$ cat src/ttg_pkg.sv
package ttg_pkg;

  // register port
  localparam int         ADDR_W = 8;
  localparam int         DATA_W = 32;

  // register offsets
  localparam logic [7:0] CONTROL_OFS           = 8'h00;
  localparam logic [7:0] CLOCK_DIVIDE_OFS      = 8'h04;
  localparam logic [7:0] SYNC_POLARITY_OFS     = 8'h08;
  localparam logic [7:0] DISPLAY_SIZE_OFS      = 8'h0C;
  localparam logic [7:0] HORIZONTAL_TIMING_OFS = 8'h10;
  localparam logic [7:0] VERTICAL_TIMING_OFS   = 8'h14;
  localparam logic [7:0] STATUS_OFS            = 8'h18;

  // field positions
  localparam int CTRL_ENABLE_BIT = 0;
  localparam int DIV_HALF_LSB    = 0;
  localparam int DIV_HALF_W      = 8;
  localparam int DIV_INVERT_BIT  = 8;
  localparam int DIV_DELAY_LSB   = 12;
  localparam int DIV_DELAY_W     = 4;
  localparam int POL_LINE_BIT    = 0;
  localparam int POL_FRAME_BIT   = 1;
  localparam int SIZE_X_LSB      = 0;
  localparam int SIZE_Y_LSB      = 16;
  localparam int SIZE_W          = 12;
  localparam int TIM_SYNC_LSB    = 0;
  localparam int TIM_BACK_LSB    = 10;
  localparam int TIM_FRONT_LSB   = 20;
  localparam int TIM_W           = 10;
  localparam int STAT_X_LSB      = 0;
  localparam int STAT_Y_LSB      = 16;
  localparam int STAT_RUN_BIT    = 31;
  localparam int CNT_W           = 14;
  localparam int DELAY_TAPS      = 16;
  localparam int PIXEL_W         = 24;

  // writable bits; the rest read as zero
  localparam logic [31:0] CONTROL_MASK       = 32'h0000_0001;
  localparam logic [31:0] CLOCK_DIVIDE_MASK  = 32'h0000_F1FF;
  localparam logic [31:0] SYNC_POLARITY_MASK = 32'h0000_0003;
  localparam logic [31:0] DISPLAY_SIZE_MASK  = 32'h0FFF_0FFF;
  localparam logic [31:0] TIMING_MASK        = 32'h3FFF_FFFF;

  // reset values
  localparam logic [31:0] CONTROL_RST           = 32'h0000_0000;
  localparam logic [31:0] CLOCK_DIVIDE_RST      = 32'h0000_0005;
  localparam logic [31:0] SYNC_POLARITY_RST     = 32'h0000_0000;
  localparam logic [31:0] DISPLAY_SIZE_RST      = 32'h01E0_0280;
  localparam logic [31:0] HORIZONTAL_TIMING_RST = 32'h0100_C060;
  localparam logic [31:0] VERTICAL_TIMING_RST   = 32'h00A0_8402;

  // timing
  localparam int CLOCK_PERIOD_PS     = 4000;
  localparam int PIXEL_PERIOD_MIN_PS = 11200;
  localparam int PIXEL_FREQ_MIN_KHZ  = 5000;
  localparam int PIXEL_FREQ_MAX_KHZ  = 66000;
  localparam int PS_PER_KHZ          = 1000000000;
  localparam int HALF_MIN_BY_PERIOD  =
    (PIXEL_PERIOD_MIN_PS + 2 * CLOCK_PERIOD_PS - 1) / (2 * CLOCK_PERIOD_PS);
  localparam int HALF_MIN_BY_FREQ    =
    (PS_PER_KHZ / PIXEL_FREQ_MAX_KHZ + 2 * CLOCK_PERIOD_PS - 1) / (2 * CLOCK_PERIOD_PS);
  localparam int HALF_MIN = (HALF_MIN_BY_PERIOD > HALF_MIN_BY_FREQ) ?
                            HALF_MIN_BY_PERIOD : HALF_MIN_BY_FREQ;
  localparam int HALF_MAX = (PS_PER_KHZ / PIXEL_FREQ_MIN_KHZ) / (2 * CLOCK_PERIOD_PS);

  typedef enum logic {
    TTG_IDLE,
    TTG_RUN
  } ttg_run_t;

endpackage

$ cat src/ttg_timing_gen.sv
// Operation
// panel samples data on rising pixel clock
// pixel clock runs continuously while active
// pixel clock programmable from 5 to 66 MHz
// line sync starts line, spans one pixel clock; here it spans the programmed sync width (reset 96, zero taken as one)
// frame sync starts frame, spans line sync
// data valid strobe marks valid line data
// outputs change only on rising pixel clock
// sync polarities selectable, default active high
// data valid strobe always active high
// pixel clock inversion and programmable delay
// geometry held in three software registers
// line is sync, porches and active pixels
// frame is sync, porches and active lines
// one line covers sync and pixel data
// pixel clock period at least 11.2 ns
// order: sync, back porch, active, front porch
// strobe only in active pixels of lines
//
// Local design decisions: the plain strobed port and the register addresses.
`timescale 1ns/1ps
`default_nettype none

module ttg_timing_gen
(
  // clock and reset
  input  wire logic                         clock,
  input  wire logic                         rst_n,
  // register port
  input  wire logic [ttg_pkg::ADDR_W-1:0]   reg_addr,
  input  wire logic [ttg_pkg::DATA_W-1:0]   reg_wdata,
  input  wire logic                         reg_wr,
  input  wire logic                         reg_rd,
  output logic      [ttg_pkg::DATA_W-1:0]   reg_rdata,
  // pixel source
  input  wire logic [ttg_pkg::PIXEL_W-1:0]  pixel_in,
  output logic                              pixel_req,
  // panel
  output logic                              pixel_clock,
  output logic                              line_sync,
  output logic                              frame_sync,
  output logic                              data_valid_strobe,
  output logic      [ttg_pkg::PIXEL_W-1:0]  line_data
);

  localparam int CW = ttg_pkg::CNT_W;

  logic [31:0]              control_reg;
  logic [31:0]              clock_divide_reg;
  logic [31:0]              sync_polarity_reg;
  logic [31:0]              display_size_reg;
  logic [31:0]              horizontal_timing_reg;
  logic [31:0]              vertical_timing_reg;
  logic [31:0]              next_control_reg;
  logic [31:0]              next_clock_divide_reg;
  logic [31:0]              next_sync_polarity_reg;
  logic [31:0]              next_display_size_reg;
  logic [31:0]              next_horizontal_timing_reg;
  logic [31:0]              next_vertical_timing_reg;
  logic [31:0]              next_reg_rdata;
  logic [31:0]              status_word;

  ttg_pkg::ttg_run_t        state;
  ttg_pkg::ttg_run_t        next_state;
  logic [7:0]               div_cnt;
  logic [7:0]               next_div_cnt;
  logic                     pclk_int;
  logic                     next_pclk_int;
  logic                     rise_en;
  logic [7:0]               half;
  logic [7:0]               half_raw;
  logic [ttg_pkg::DELAY_TAPS-1:0] taps;
  logic [3:0]               delay_sel;
  logic                     pclk_delayed;
  logic                     next_pixel_clock;

  logic [CW-1:0]            h_cnt;
  logic [CW-1:0]            v_cnt;
  logic [CW-1:0]            next_h_cnt;
  logic [CW-1:0]            next_v_cnt;
  logic [CW-1:0]            h_sync_end;
  logic [CW-1:0]            h_act_start;
  logic [CW-1:0]            h_act_end;
  logic [CW-1:0]            h_last;
  logic [CW-1:0]            v_sync_end;
  logic [CW-1:0]            v_act_start;
  logic [CW-1:0]            v_act_end;
  logic [CW-1:0]            v_last;
  logic [ttg_pkg::TIM_W-1:0] hsw;
  logic [ttg_pkg::TIM_W-1:0] vsw;
  logic                     hs_now;
  logic                     vs_now;
  logic                     de_now;
  logic                     hs_q;
  logic                     vs_q;
  logic                     next_hs_q;
  logic                     next_vs_q;
  logic                     next_line_sync;
  logic                     next_frame_sync;
  logic                     next_de;
  logic [ttg_pkg::PIXEL_W-1:0] next_line_data;
  logic                     pol_line;
  logic                     pol_frame;

  // register file
  always_comb
  begin
    next_control_reg           = control_reg;
    next_clock_divide_reg      = clock_divide_reg;
    next_sync_polarity_reg     = sync_polarity_reg;
    next_display_size_reg      = display_size_reg;
    next_horizontal_timing_reg = horizontal_timing_reg;
    next_vertical_timing_reg   = vertical_timing_reg;
    if (reg_wr)
    begin
      unique case (reg_addr)
        ttg_pkg::CONTROL_OFS:
          next_control_reg = reg_wdata & ttg_pkg::CONTROL_MASK;
        ttg_pkg::CLOCK_DIVIDE_OFS:
          next_clock_divide_reg = reg_wdata & ttg_pkg::CLOCK_DIVIDE_MASK;
        ttg_pkg::SYNC_POLARITY_OFS:
          next_sync_polarity_reg = reg_wdata & ttg_pkg::SYNC_POLARITY_MASK;
        ttg_pkg::DISPLAY_SIZE_OFS:
          next_display_size_reg = reg_wdata & ttg_pkg::DISPLAY_SIZE_MASK;
        ttg_pkg::HORIZONTAL_TIMING_OFS:
          next_horizontal_timing_reg = reg_wdata & ttg_pkg::TIMING_MASK;
        ttg_pkg::VERTICAL_TIMING_OFS:
          next_vertical_timing_reg = reg_wdata & ttg_pkg::TIMING_MASK;
        default:
        begin
        end
      endcase
    end
    status_word = 32'h0000_0000;
    status_word[ttg_pkg::STAT_X_LSB +: CW] = h_cnt;
    status_word[ttg_pkg::STAT_Y_LSB +: CW] = v_cnt;
    status_word[ttg_pkg::STAT_RUN_BIT]     = (state == ttg_pkg::TTG_RUN);
    next_reg_rdata = 32'h0000_0000;
    if (reg_rd)
    begin
      unique case (reg_addr)
        ttg_pkg::CONTROL_OFS:           next_reg_rdata = control_reg;
        ttg_pkg::CLOCK_DIVIDE_OFS:      next_reg_rdata = clock_divide_reg;
        ttg_pkg::SYNC_POLARITY_OFS:     next_reg_rdata = sync_polarity_reg;
        ttg_pkg::DISPLAY_SIZE_OFS:      next_reg_rdata = display_size_reg;
        ttg_pkg::HORIZONTAL_TIMING_OFS: next_reg_rdata = horizontal_timing_reg;
        ttg_pkg::VERTICAL_TIMING_OFS:   next_reg_rdata = vertical_timing_reg;
        ttg_pkg::STATUS_OFS:            next_reg_rdata = status_word;
        default:                        next_reg_rdata = 32'h0000_0000;
      endcase
    end
  end

  always_ff @(posedge clock)
  begin
    if (!rst_n)
    begin
      control_reg           <= ttg_pkg::CONTROL_RST;
      clock_divide_reg      <= ttg_pkg::CLOCK_DIVIDE_RST;
      sync_polarity_reg     <= ttg_pkg::SYNC_POLARITY_RST;
      display_size_reg      <= ttg_pkg::DISPLAY_SIZE_RST;
      horizontal_timing_reg <= ttg_pkg::HORIZONTAL_TIMING_RST;
      vertical_timing_reg   <= ttg_pkg::VERTICAL_TIMING_RST;
      reg_rdata             <= 32'h0000_0000;
    end
    else
    begin
      control_reg           <= next_control_reg;
      clock_divide_reg      <= next_clock_divide_reg;
      sync_polarity_reg     <= next_sync_polarity_reg;
      display_size_reg      <= next_display_size_reg;
      horizontal_timing_reg <= next_horizontal_timing_reg;
      vertical_timing_reg   <= next_vertical_timing_reg;
      reg_rdata             <= next_reg_rdata;
    end
  end

  // geometry; a zero sync width would lose the pulse, so it counts as one
  always_comb
  begin
    hsw = horizontal_timing_reg[ttg_pkg::TIM_SYNC_LSB +: ttg_pkg::TIM_W];
    vsw = vertical_timing_reg[ttg_pkg::TIM_SYNC_LSB +: ttg_pkg::TIM_W];
    if (hsw == '0)
      hsw = 10'h001;
    if (vsw == '0)
      vsw = 10'h001;
    // sync, back porch, active, front porch
    h_sync_end  = CW'(hsw);
    h_act_start = h_sync_end
                + CW'(horizontal_timing_reg[ttg_pkg::TIM_BACK_LSB +: ttg_pkg::TIM_W]);
    h_act_end   = h_act_start
                + CW'(display_size_reg[ttg_pkg::SIZE_X_LSB +: ttg_pkg::SIZE_W]);
    h_last      = h_act_end
                + CW'(horizontal_timing_reg[ttg_pkg::TIM_FRONT_LSB +: ttg_pkg::TIM_W])
                - CW'(1);
    // same order in line units
    v_sync_end  = CW'(vsw);
    v_act_start = v_sync_end
                + CW'(vertical_timing_reg[ttg_pkg::TIM_BACK_LSB +: ttg_pkg::TIM_W]);
    v_act_end   = v_act_start
                + CW'(display_size_reg[ttg_pkg::SIZE_Y_LSB +: ttg_pkg::SIZE_W]);
    v_last      = v_act_end
                + CW'(vertical_timing_reg[ttg_pkg::TIM_FRONT_LSB +: ttg_pkg::TIM_W])
                - CW'(1);
  end

  // pixel clock divider; half period clamped so 11.2 ns and 5..66 MHz hold
  always_comb
  begin
    half_raw = clock_divide_reg[ttg_pkg::DIV_HALF_LSB +: ttg_pkg::DIV_HALF_W];
    if (half_raw < 8'(ttg_pkg::HALF_MIN))
      half = 8'(ttg_pkg::HALF_MIN);
    else if (half_raw > 8'(ttg_pkg::HALF_MAX))
      half = 8'(ttg_pkg::HALF_MAX);
    else
      half = half_raw;
    next_state    = state;
    next_div_cnt  = div_cnt;
    next_pclk_int = pclk_int;
    rise_en       = 1'b0;
    unique case (state)
      ttg_pkg::TTG_IDLE:
      begin
        next_div_cnt  = 8'h00;
        next_pclk_int = 1'b0;
        if (control_reg[ttg_pkg::CTRL_ENABLE_BIT])
          next_state = ttg_pkg::TTG_RUN;
      end
      ttg_pkg::TTG_RUN:
      begin
        if (!control_reg[ttg_pkg::CTRL_ENABLE_BIT])
        begin
          next_state    = ttg_pkg::TTG_IDLE;
          next_div_cnt  = 8'h00;
          next_pclk_int = 1'b0;
        end
        else if (div_cnt >= half - 8'h01)
        begin
          // free running: no gating at line or frame boundaries
          next_div_cnt  = 8'h00;
          next_pclk_int = !pclk_int;
          rise_en       = !pclk_int;
        end
        else
          next_div_cnt = div_cnt + 8'h01;
      end
    endcase
  end

  // output clock: delay taps then optional inversion
  // delay 0 puts the rise on the same edge that moves the data; tap n lags by n
  always_comb
  begin
    delay_sel = clock_divide_reg[ttg_pkg::DIV_DELAY_LSB +: ttg_pkg::DIV_DELAY_W];
    if (delay_sel == 4'h0)
      pclk_delayed = next_pclk_int;
    else
      pclk_delayed = taps[delay_sel - 4'h1];
    next_pixel_clock = pclk_delayed ^ clock_divide_reg[ttg_pkg::DIV_INVERT_BIT];
  end

  // raster counters and panel outputs
  always_comb
  begin
    pol_line  = sync_polarity_reg[ttg_pkg::POL_LINE_BIT];
    pol_frame = sync_polarity_reg[ttg_pkg::POL_FRAME_BIT];
    hs_now = (h_cnt < h_sync_end);
    vs_now = (v_cnt < v_sync_end);
    de_now = (h_cnt >= h_act_start) && (h_cnt < h_act_end)
          && (v_cnt >= v_act_start) && (v_cnt < v_act_end);
    next_h_cnt      = h_cnt;
    next_v_cnt      = v_cnt;
    next_hs_q       = hs_q;
    next_vs_q       = vs_q;
    next_line_sync  = line_sync;
    next_frame_sync = frame_sync;
    next_de         = data_valid_strobe;
    next_line_data  = line_data;
    pixel_req       = 1'b0;
    if (state != ttg_pkg::TTG_RUN)
    begin
      next_h_cnt      = '0;
      next_v_cnt      = '0;
      next_hs_q       = 1'b0;
      next_vs_q       = 1'b0;
      next_line_sync  = pol_line;
      next_frame_sync = pol_frame;
      next_de         = 1'b0;
      next_line_data  = '0;
    end
    else if (rise_en)
    begin
      // outputs move together with the rising pixel clock
      next_hs_q       = hs_now;
      next_vs_q       = vs_now;
      next_line_sync  = hs_now ^ pol_line;
      next_frame_sync = vs_now ^ pol_frame;
      next_de         = de_now;
      next_line_data  = de_now ? pixel_in : '0;
      pixel_req       = de_now;
      if (h_cnt >= h_last)
      begin
        next_h_cnt = '0;
        next_v_cnt = (v_cnt >= v_last) ? '0 : v_cnt + CW'(1);
      end
      else
        next_h_cnt = h_cnt + CW'(1);
    end
  end

  always_ff @(posedge clock)
  begin
    if (!rst_n)
    begin
      state             <= ttg_pkg::TTG_IDLE;
      div_cnt           <= 8'h00;
      pclk_int          <= 1'b0;
      taps              <= '0;
      pixel_clock       <= 1'b0;
      h_cnt             <= '0;
      v_cnt             <= '0;
      hs_q              <= 1'b0;
      vs_q              <= 1'b0;
      line_sync         <= 1'b0;
      frame_sync        <= 1'b0;
      data_valid_strobe <= 1'b0;
      line_data         <= '0;
    end
    else
    begin
      state             <= next_state;
      div_cnt           <= next_div_cnt;
      pclk_int          <= next_pclk_int;
      taps              <= {taps[ttg_pkg::DELAY_TAPS-2:0], next_pclk_int};
      pixel_clock       <= next_pixel_clock;
      h_cnt             <= next_h_cnt;
      v_cnt             <= next_v_cnt;
      hs_q              <= next_hs_q;
      vs_q              <= next_vs_q;
      line_sync         <= next_line_sync;
      frame_sync        <= next_frame_sync;
      data_valid_strobe <= next_de;
      line_data         <= next_line_data;
    end
  end

  // checks
  logic [7:0] stable_cnt;
  always_ff @(posedge clock)
  begin
    if (!rst_n || state != ttg_pkg::TTG_RUN || next_pclk_int != pclk_int)
      stable_cnt <= 8'h00;
    else
      stable_cnt <= stable_cnt + 8'h01;
  end
endmodule

`default_nettype wire
$ cat config.mk
export PLATFORM = sky130hd
export DESIGN_NAME = ttg_timing_gen
export DESIGN_NICKNAME = d
export VERILOG_FILES = /design/src/ttg_pkg.sv /design/src/ttg_timing_gen.sv
export SDC_FILE = /design/constraint.sdc
export NUM_CORES = 1
export LEC_CHECK = 0
export ABC_CLOCK_PERIOD_IN_PS = 6400
export BUFFER_PORTS_ARGS = -buffer_cell sky130_fd_sc_hd__buf_2
export CAP_MARGIN = 40
export CORE_MARGIN = 3
export CORE_UTILIZATION = 55
export DETAILED_ROUTE_END_ITERATION = 6
export GPL_TIMING_DRIVEN = 1
export PLACE_DENSITY = 0.78
export SETUP_SLACK_MARGIN = 0.15
export SLEW_MARGIN = 40
export SYNTH_ARGS = -nofsm -noshare
export SYNTH_HDL_FRONTEND = slang
export SYNTH_SLANG_ARGS = --single-unit
$ cat constraint.sdc
create_clock -name clock -period 6.4 [get_ports clock]
set_clock_uncertainty 0.05 [all_clocks]
set_input_delay 0.64 -clock clock [delete_from_list [all_inputs] [get_ports clock]]
set_output_delay 0.64 -clock clock [all_outputs]
set_load 0.05 [all_outputs]
# [After elaboration in Yosys (flattened, before gate mapping)]
# Cells that the tools add are included.
[classes] bitwise_logic=4 n_mux=27 n_eq_ne=7 reduce_logical=17 addsub=13 n_lt_le_gt_ge=12
[op_table] cell="$pmux 32 s7" n=1
[op_table] cell="$mux 8" n=4
[op_table] cell="$add 13x10->14" n=2
[op_table] cell="$add 14x1->14 const B" n=2
[op_table] cell="$ge 14x11->1" n=2
[op_table] cell="$ge 14x14->1" n=2
[op_table] cell="$lt 14x10->1" n=2
[op_table] cell="$lt 14x13->1" n=2
[op_table] cell="$mux 14" n=2
[op_table] cell="$sub 14x1->14 const B" n=2
[op_table] cell="$add 11x12->13" n=2
[op_table] cell="$eq 8x5->1 const B" n=3
[op_table] cell="$mux 24" n=1
[op_table] cell="$add 10x10->11" n=2
[op_table] cell="$logic_not 10->1" n=2
[op_table] cell="$mux 10" n=2
[op_table] cell="$reduce_and 2->1" n=9
[op_table] cell="$eq 8x4->1 const B" n=2
[op_table] cell="$pmux 8 s2" n=1
[op_table] cell="$mux 1" n=14
[op_table] cell="$add 8x1->8 const B" n=1
[op_table] cell="$eq 8x3->1 const B" n=1
[op_table] cell="$ge 8x8->1" n=1
[op_table] cell="$gt 8x5->1 const B" n=1
[op_table] cell="13 further kinds" n=17
[word_totals] inputBits=68 register_bits=214 wordCells=98 out_inout_bits=61

# [Logic depth before layout (Yosys ltp)]
# Gate-level depths: netlist (run 1).
[depth] depth_word=10 mapped_depth=37

# [Worst setup path before layout (run 1)]
# OpenSTA, ideal clock, no wires.
[synth_timing] kind="register -> register" start="reg vertical_timing_reg[6]" end="reg v_cnt[0]" path_stages_with_launch=36 arrival_time_ps=6316 setup_ps=128 path_buffers=1 setup_slack_ps=-94 cell_sequence="dfxtp_1 > nor4_1 > a41o_1 > ha_1 > inv_1 > fa_1 > nor2b_1 > o21ai_0 > a21boi_0 > o21ai_0 > a21boi_0 > o21ai_0 > a21boi_0 > nor2_1 > ha_1 > and4_1 > a221oi_1 > xnor2_1 > xnor2_1 > ha_1 > a21o_1 > a31oi_1 > o21bai_1 > a21oi_1 > xor2_1 > ha_1 > nand2_1 > nor4_1 > nor2_1 > a21boi_0 > nand2_1 > o21ai_0 > nand2_1 > nand2_1 > clkbuf_1 > nor2_1"
[synth_between] elab_chain_cells=8
[synth_lines] item="start, declared" line="ttg_timing_gen.sv:53" source="logic [31:0] vertical_timing_reg;"
[synth_lines] item="start signal, assigned" line="ttg_timing_gen.sv:163" source="vertical_timing_reg <= ttg_pkg::VERTICAL_TIMING_RST;"
[synth_lines] item="start signal, assigned" line="ttg_timing_gen.sv:173" source="vertical_timing_reg <= next_vertical_timing_reg;"
[synth_lines] item="$logic_not 10->1" line="ttg_timing_gen.sv:185" source="if (vsw == '0)"
[synth_lines] item="$mux 10 (*)" line="ttg_timing_gen.sv:185"
[synth_lines] item="$add 10x10->11 (*)" line="ttg_timing_gen.sv:199" source="+ CW'(vertical_timing_reg[ttg_pkg::TIM_BACK_LSB +: ttg_pkg::TIM_W]);"
[synth_lines] item="$add 11x12->13 (*)" line="ttg_timing_gen.sv:201" source="+ CW'(display_size_reg[ttg_pkg::SIZE_Y_LSB +: ttg_pkg::SIZE_W]);"
[synth_lines] item="$add 13x10->14 (*)" line="ttg_timing_gen.sv:203" source="+ CW'(vertical_timing_reg[ttg_pkg::TIM_FRONT_LSB +: ttg_pkg::TIM_W])"
[synth_lines] item="$sub 14x1->14 (*)" line="ttg_timing_gen.sv:204" source="- CW'(1);"
[synth_lines] item="$ge 14x14->1 (*)" line="ttg_timing_gen.sv:304" source="next_v_cnt = (v_cnt >= v_last) ? '0 : v_cnt + CW'(1);"
[synth_lines] item="$mux 14 (*)" line="ttg_timing_gen.sv:304"
[synth_lines] item="end signal, assigned" line="ttg_timing_gen.sv:337" source="v_cnt <= next_v_cnt;"
[synth_lines] item="end, declared" line="ttg_timing_gen.sv:78" source="logic [CW-1:0] v_cnt;"
# Mark *: on every way between the ends. The rest lies on a longest branch, timed or not.
# A chain may end at the register's enable or synchronous reset.

# [Worst setup path after layout (run 1)]
[layout_timing] start="reg horizontal_timing_reg[6]" end="reg h_cnt[1]"
[layout_between] elab_chain_cells=8
[layout_lines] item="start, declared" line="ttg_timing_gen.sv:52" source="logic [31:0] horizontal_timing_reg;"
[layout_lines] item="start signal, assigned" line="ttg_timing_gen.sv:162" source="horizontal_timing_reg <= ttg_pkg::HORIZONTAL_TIMING_RST;"
[layout_lines] item="start signal, assigned" line="ttg_timing_gen.sv:172" source="horizontal_timing_reg <= next_horizontal_timing_reg;"
[layout_lines] item="$logic_not 10->1" line="ttg_timing_gen.sv:183" source="if (hsw == '0)"
[layout_lines] item="$mux 10 (*)" line="ttg_timing_gen.sv:183"
[layout_lines] item="$add 10x10->11 (*)" line="ttg_timing_gen.sv:190" source="+ CW'(horizontal_timing_reg[ttg_pkg::TIM_BACK_LSB +: ttg_pkg::TIM_W]);"
[layout_lines] item="$add 11x12->13 (*)" line="ttg_timing_gen.sv:192" source="+ CW'(display_size_reg[ttg_pkg::SIZE_X_LSB +: ttg_pkg::SIZE_W]);"
[layout_lines] item="$add 13x10->14 (*)" line="ttg_timing_gen.sv:194" source="+ CW'(horizontal_timing_reg[ttg_pkg::TIM_FRONT_LSB +: ttg_pkg::TIM_W])"
[layout_lines] item="$sub 14x1->14 (*)" line="ttg_timing_gen.sv:195" source="- CW'(1);"
[layout_lines] item="$ge 14x14->1 (*)" line="ttg_timing_gen.sv:301" source="if (h_cnt >= h_last)"
[layout_lines] item="$mux 14 (*)" line="ttg_timing_gen.sv:301"
[layout_lines] item="end signal, assigned" line="ttg_timing_gen.sv:336" source="h_cnt <= next_h_cnt;"
[layout_lines] item="end, declared" line="ttg_timing_gen.sv:77" source="logic [CW-1:0] h_cnt;"
# Marks and branches as above.

==> flow_summary.ini, run 1 <==
[timing]
max_slew_margin = 0.440
max_freq_mhz = 146
least_margin_pin_slew_ns = 0.839
whs_ns = 0.303
tns_ns = -6.84
timing_max_transition_violations_final = 0
hold_viol = 0
setup_viol = 28
final_critical_path_setup_slack_ns = -0.466
fin_crit_sh = 1.07
grt_setup_unrepaired = yes
fin_crit_period_ns = 6.87

[global_route]
grt_first_pass_wirelength_mm = 69.9
global_route.overflow_total = 0
grt_pass1_vias = 13400
gr-usage-all-layers = 0.323
grt_antenna_before_repair = 1
pin_count_of_the_biggest_net_entering_global_routing = 56

[synthesis]
syn_inst = 1735
synth_edf_count = 0
synth_cell_types = 83
ys_warn_count = 0
synthesis.area_per_instance_sq_um = 8.06
ys.flop_type = sky130_fd_sc_hd__dfxtp_1
async_flop_share = 0
synth-seq-area-share = 0.303
synth_seq_cells = 212
post_synth_instance_area_sq_mm = 0.0140

[cells_and_area]
area_growth_pct = 26.4
fin_nets = 2212
diode_count = 0
largest_reg_flops = 31
seqCellArea_sq_mm = 0.00425
final_cells = 2303
drive_gt1_frac = 0.266
finalCoreUtilization = 0.717
final.fill_count = 1828
multi_input_logic_area_sq_mm = 0.00977

[cts]
cts_tree = yes
clock_insertion_delay_worst_skew_ns = 0.53
post_cts_hold_buffer_count = 0
tritoncts.num_buffers = 24
clkTransAtPathRegs_ns = 0.06
cts_htree_levels = 1
clockRootBuffer = sky130_fd_sc_hd__clkbuf_16
cts.sinks = 212
clk_path_buf_depth = 3

[status]
violations = setup timing
run_status = finished with violations

[worst_setup_path]
worst_path_dominant_cell_family = compound AO/OA/AOI/OAI gates
critPathMostFrequentCell = sky130_fd_sc_hd__buf_6
crit_slowest_cell = sky130_fd_sc_hd__a211oi_1
crit_path_max_fanout = 4
setup.worst_path.class = reg2reg
data_required_time_at_the_worst_endpoint_ns = 6.79
critical_path_start_type = flop
timing.critical_path.arrival_ns = 7.26
critPathBufInv = 10
worst_setup_ep_type = flop
timing.critical_path.slowest_cell_delay_ns = 0.42

[place]
finalWeightedCongestion = 0.959
placed_cells_incl_taps = 2217
numPortBuffers = 125
hpwlAfterDp_mm = 31.8

[routing]
via_per_inst = 6.08
first_iter_violations = 1459
drcViolationCount = 0
detail_route.first_pass.iterations = 6
antenna_left = 0
detailroute.via_count = 14000
wl_per_cell_um = 20.7
postRouteWirelength_mm = 47.6

[floorplan]
initial_utilization = 0.567
placementRows = 57
dieHeight_um = 165
die_area_sq_mm = 0.0274
num_io_pins = 129
die_w_um = 165
coreArea_sq_mm = 0.0247

[job]
max_cap_viol_count = 0

[power_and_ir_drop]
vdd.ir_drop.worst_v = 0.000217
power_per_cell_area_mw_per_mm2 = 164
total_leakage_power_nw = 7.66
design_power_total_mw = 2.90

[min_path]
hold_path_class = in2reg
[cell type report]
cell class / instances / area share
multi-input combinational: 1308 / 0.552
sequential: 212 / 0.240
timing repair buffer: 289 / 0.111
clock buffer: 34 / 0.0401
inverter: 126 / 0.0269
tap: 324 / 0.0229
clock inverter: 10 / 0.00679
[through the flow]
stage	setup WS, ns	cell area [sq um]
finish	-0.466	17700
global route	-0.799	17700
CTS	0.00176	17100
detailed placement	-0.565	15600
global placement	-0.358	15600
floorplan	0.155	14000
[report_power, final]
part / switching (mW) / leakage [nW] / internal, mW / total, mW
combinational: 0.0824 / 5.55 / 0.0594 / 0.142
clock: 0.577 / 0.404 / 0.856 / 1.43
sequential: 0.00123 / 1.71 / 1.32 / 1.32
total: 0.661 / 7.66 / 2.24 / 2.90
[worst min-delay path, stage by stage]
cell,delay (ns)
sky130_fd_sc_hd__buf_2,0.10
sky130_fd_sc_hd__nand2_1,0.06
sky130_fd_sc_hd__o21ai_2,0.04
[routing by layer]
metal | up-vias | share of wire | wire [um] | global-route usage
met1 | 6516 | 0.39 | 18500 | 0.403
li1 | 6449 | - | - | -
met4 | 2 | 0.054 | 2570 | 0.146
met2 | 823 | 0.45 | 21500 | 0.536
met5 | - | 0.00042 | 20 | 0
met3 | 201 | 0.11 | 5050 | 0.0659
[final timing paths]
check             slack (ns)  cells after the start             to                startpoint
setup / recovery       -0.47                     35       h_cnt[1]  horizontal_timing_reg[6]
hold / removal          0.30                      3  line_data[11]              pixel_in[11]
setup reg to reg       -0.47                     35       h_cnt[1]  horizontal_timing_reg[6]
hold reg to reg         0.40                      1       taps[14]                  taps[13]
[cells by family after synthesis]
logic type | count (synthesis) | share of synthesized area
AND/OR/NAND/NOR | 567 | 0.182
AO/OA/AOI/OAI | 429 | 0.199
buffers and inverters | 216 | 0.0614
flip-flops | 212 | 0.303
adder cells (fa/ha/maj) | 186 | 0.169
XOR/XNOR | 100 | 0.0639
multiplexers | 23 | 0.0201
other | 2 | 0.000537
[synthesized netlist by cell type, types with 11 or more instances]
library cell | instances | area, sq um
sky130_fd_sc_hd__a211oi_1 | 12 | 90.1
sky130_fd_sc_hd__a21boi_0 | 14 | 105
sky130_fd_sc_hd__a21o_1 | 32 | 240
sky130_fd_sc_hd__a21oi_1 | 168 | 841
sky130_fd_sc_hd__a22oi_1 | 42 | 315
sky130_fd_sc_hd__and2_1 | 25 | 156
sky130_fd_sc_hd__and3_1 | 16 | 100
sky130_fd_sc_hd__clkbuf_1 | 75 | 282
sky130_fd_sc_hd__dfxtp_1 | 212 | 4240
sky130_fd_sc_hd__ha_1 | 177 | 2210
sky130_fd_sc_hd__inv_1 | 123 | 462
sky130_fd_sc_hd__mux2i_1 | 18 | 180
sky130_fd_sc_hd__nand2_1 | 305 | 1140
sky130_fd_sc_hd__nand2b_1 | 12 | 75.1
sky130_fd_sc_hd__nand3_1 | 42 | 210
sky130_fd_sc_hd__nand4_1 | 18 | 113
sky130_fd_sc_hd__nor2_1 | 77 | 289
sky130_fd_sc_hd__nor2b_1 | 11 | 68.8
sky130_fd_sc_hd__nor3_1 | 25 | 125
sky130_fd_sc_hd__o211ai_1 | 12 | 90.1
sky130_fd_sc_hd__o21ai_0 | 59 | 295
sky130_fd_sc_hd__o21ai_2 | 20 | 175
sky130_fd_sc_hd__xnor2_1 | 56 | 490
sky130_fd_sc_hd__xor2_1 | 43 | 377
[placed cells by master (no fill, tap or decap), types with 5 or more instances in the layout]
cell                        netlist  final
sky130_fd_sc_hd__nand4_1         18     18
sky130_fd_sc_hd__ha_2             0      5
sky130_fd_sc_hd__nor2_1          77     51
sky130_fd_sc_hd__or2_2            6      6
sky130_fd_sc_hd__buf_6            2     21
sky130_fd_sc_hd__a31oi_1          9      6
sky130_fd_sc_hd__o21bai_1         9      8
sky130_fd_sc_hd__o21a_1           5      5
sky130_fd_sc_hd__nand2b_1        12     11
sky130_fd_sc_hd__inv_2            3      6
sky130_fd_sc_hd__mux2i_1         18     18
sky130_fd_sc_hd__ha_1           177    161
sky130_fd_sc_hd__nand3_1         42     40
sky130_fd_sc_hd__buf_2            8    124
sky130_fd_sc_hd__o21ai_2         20     29
sky130_fd_sc_hd__a211oi_1        12     11
sky130_fd_sc_hd__ha_4             0     11
sky130_fd_sc_hd__o21ai_1          2      9
sky130_fd_sc_hd__and2_1          25     22
sky130_fd_sc_hd__buf_4            1    142
sky130_fd_sc_hd__xnor2_1         56     52
sky130_fd_sc_hd__a21boi_0        14      6
sky130_fd_sc_hd__clkbuf_8         0      5
sky130_fd_sc_hd__inv_1          123    119
sky130_fd_sc_hd__o211ai_1        12     12
sky130_fd_sc_hd__nand2_2          0      5
sky130_fd_sc_hd__nor3_1          25     21
sky130_fd_sc_hd__a21o_1          32     32
sky130_fd_sc_hd__xor2_1          43     39
sky130_fd_sc_hd__a22oi_1         42     41
sky130_fd_sc_hd__a21oi_2          1     24
sky130_fd_sc_hd__o21ai_0         59     43
sky130_fd_sc_hd__a21oi_1        168    144
sky130_fd_sc_hd__nor2b_1         11      9
sky130_fd_sc_hd__nand2_1        305    297
sky130_fd_sc_hd__dfxtp_1        212    209
sky130_fd_sc_hd__nor2_2           0     16
sky130_fd_sc_hd__and3_1          16     15
sky130_fd_sc_hd__clkbuf_16        0     25
sky130_fd_sc_hd__nor2_4           0     10
[repair_timing]
item / 4_1_cts / 5_1_grt
setup endpoints to repair: 29 / 30
gates resized for setup: 111 / 105
pin swaps: 77 / 81
buffers inserted: 18 / 22
gates cloned: 3 / 0
hold endpoints to repair: 0 / 0
No activity file was read; power rests on OpenSTA's default activity.
==> inputs of run 2 (changes only) <==
CORE_ASPECT_RATIO = 2   (was not set)
==> flow_summary.ini, run 2 (synthesis gave the netlist of run 1 again) <==
[power_and_ir_drop]
design_power_total_mw = 2.77
total_leakage_power_nw = 7.59
power_per_cell_area_mw_per_mm2 = 157
clock_power_share = 0.473
p_sw_mw = 0.657
pwr-share-comb = 0.050
vdd.ir_drop.worst_v = 0.000183
power_report.internal_total_mw = 2.11
switching_share_of_power = 0.238
power.share.sequential = 0.477

[global_route]
gr-max-usage-layer = met2
gr-usage-met1 = 0.299
grt_pass1_vias = 13600
gr-usage-met2 = 0.568
gr-usage-all-layers = 0.316
grt_first_pass_wirelength_mm = 68.8
global_route.overflow_total = 0
gr-usage-met3 = 0.0435
pin_count_of_the_biggest_net_entering_global_routing = 86
grt_antenna_before_repair = 0

[cells_and_area]
layout_common_cells = 296 x sky130_fd_sc_hd__nand2_1, 210 x sky130_fd_sc_hd__dfxtp_1, 169 x sky130_fd_sc_hd__buf_4
stdcell_area_sq_mm = 0.0176
largest_reg_flops = 31
diode_count = 0
seqCellArea_sq_mm = 0.00425
final.fill_count = 2026
mostFrequentLayoutCell = sky130_fd_sc_hd__nand2_1
area_growth_pct = 25.6
fin_nets = 2227
finalCoreUtilization = 0.702
drive_gt1_frac = 0.266
multi_input_logic_area_sq_mm = 0.00963

[routing]
detailroute.via_count = 14000
via_per_inst = 6.02
antenna_left = 0
postRouteWirelength_mm = 46.5
first_iter_violations = 844
drcViolationCount = 0
wl_per_cell_um = 20.0
detail_route.first_pass.iterations = 6

[min_path]
timing.hold.worst_endpoint = line_data[0]
min_delay_path_depth = 3
hold_path_startpoint = pixel_in[0]
hold_path_class = in2reg

[timing]
fin_crit_period_ns = 6.48
setup_viol = 19
grt_setup_unrepaired = yes
max_freq_mhz = 154
final_critical_path_setup_slack_ns = -0.0780
least_margin_pin_slew_ns = 0.924
max_slew_margin = 0.384
hold_viol = 0
fin_crit_sh = 1.01
timing_max_transition_violations_final = 0

[cts]
clkTransAtPathRegs_ns = 0.07
cts.sinks = 212
post_cts_hold_buffer_count = 0
clockRootBuffer = sky130_fd_sc_hd__clkbuf_16
clk_path_buf_depth = 3
tritoncts.num_buffers = 21
cts_htree_levels = 1
clock_insertion_delay_worst_skew_ns = 0.52
cts_tree = yes

[worst_setup_path]
worst_setup_ep_type = flop
rr_endpoint = v_cnt[5]
timing.reg2reg.setup_slack_ns = -0.08
crit_slowest_cell = sky130_fd_sc_hd__fa_2
critPathBufInv = 6
setup.worst_path.class = reg2reg
worst_r2r_startpoint = horizontal_timing_reg[6]
worst_path_dominant_cell_family = compound AO/OA/AOI/OAI gates
critical_path_start_type = flop
worst-r2r-cell-count = 35
timing.critical_path.arrival_ns = 6.84
data_required_time_at_the_worst_endpoint_ns = 6.76
timing.critical_path.slowest_cell_delay_ns = 0.38
crit_path_max_fanout = 8

[floorplan]
num_io_pins = 129
die_w_um = 119
coreArea_sq_mm = 0.0250
dieHeight_um = 232
die_area_sq_mm = 0.0275
initial_utilization = 0.559
placementRows = 82

[place]
hpwlAfterDp_mm = 34.1
numPortBuffers = 125
place_area_sq_mm = 0.0158
dpl_worst_slack_ns = -0.513
finalWeightedCongestion = 0.988

[status]
run_status = finished with violations
violations = setup timing

[job]
max_cap_viol_count = 0
run 2: cell types whose count changed in the layout (fill, tap and decap cells not counted), moves of 4 or more:
cell | before | now
sky130_fd_sc_hd__a21oi_1 | 144 | 150
sky130_fd_sc_hd__a21oi_2 | 24 | 19
sky130_fd_sc_hd__buf_4 | 142 | 169
sky130_fd_sc_hd__buf_6 | 21 | 10
sky130_fd_sc_hd__inv_6 | 0 | 4
sky130_fd_sc_hd__nor2_1 | 51 | 65
sky130_fd_sc_hd__nor2_2 | 16 | 8
sky130_fd_sc_hd__nor2_4 | 10 | 4
sky130_fd_sc_hd__o21ai_1 | 9 | 2
sky130_fd_sc_hd__o21ai_2 | 29 | 34
sky130_fd_sc_hd__xnor2_1 | 52 | 48
run 2: worst max-delay path by stage:
stage | cells after the start | endpoint | slack (ns) | from
after floorplan | 36 | v_cnt[12] | 0.16 | horizontal_timing_reg[6]
after global placement | 36 | v_cnt[10] | -0.31 | vertical_timing_reg[6]
after detailed placement | 36 | v_cnt[8] | -0.51 | horizontal_timing_reg[6]
after CTS | 36 | v_cnt[5] | -0.02 | horizontal_timing_reg[9]
after global routing | 36 | v_cnt[5] | -0.41 | horizontal_timing_reg[6]
final | 35 | v_cnt[5] | -0.08 | horizontal_timing_reg[6]
run 2: area by class of cell:
type,count,area share
tap,336,0.0239
clock inverter,12,0.00826
timing repair buffer,307,0.118
multi-input combinational,1308,0.548
inverter,126,0.0269
clock buffer,25,0.0325
sequential,212,0.242
run 2: through the flow:
step	hold slack, ns	setup TNS (ns)	std cells
floorplan	0.374	0	1736
global placement	0.378	-7.55	2256
detailed placement	0.386	-12.15	2256
CTS	0.298	-0.0268	2306
global route	0.309	-9.02	2326
finish	0.314	-0.628	2326
run 2: per-layer routing:
| metal | up-vias | routed length, um |
|---|---|---|
| met1 | 6579 | 15000 |
| met4 | 0 | 5450 |
| met5 | - | 0 |
| met2 | 658 | 23200 |
| met3 | 275 | 2810 |
| li1 | 6481 | - |
run 2: power groups by stage:
| stage | Sequential (mW) | Combinational (mW) | Clock (mW) |
|---|---|---|---|
| 2_1_floorplan | 1.35 | 0.0606 | 0 |
| 3_3_place_gp | 1.35 | 0.117 | 0 |
| 3_5_place_dp | 1.35 | 0.120 | 0 |
| 4_1_cts | 1.32 | 0.125 | 1.32 |
| 5_1_grt | 1.32 | 0.146 | 1.37 |
| 6_report | 1.32 | 0.137 | 1.31 |
run 2: what timing repair did:
item | 4_1_cts | 5_1_grt
setup endpoints to repair | 29 | 29
buffers inserted | 13 | 19
pin swaps | 52 | 90
resized for setup | 74 | 93
gates cloned | 0 | 1
run 2: worst register-to-register path, delay by kind of cell (launching register included):
kind,cells,cell delay (ns)
compound gates,14,2.29
xor+xnor,4,0.73
fa+ha+maj,5,1.44
buf+inv,6,0.77
flops,1,0.35
simple gates,6,0.75
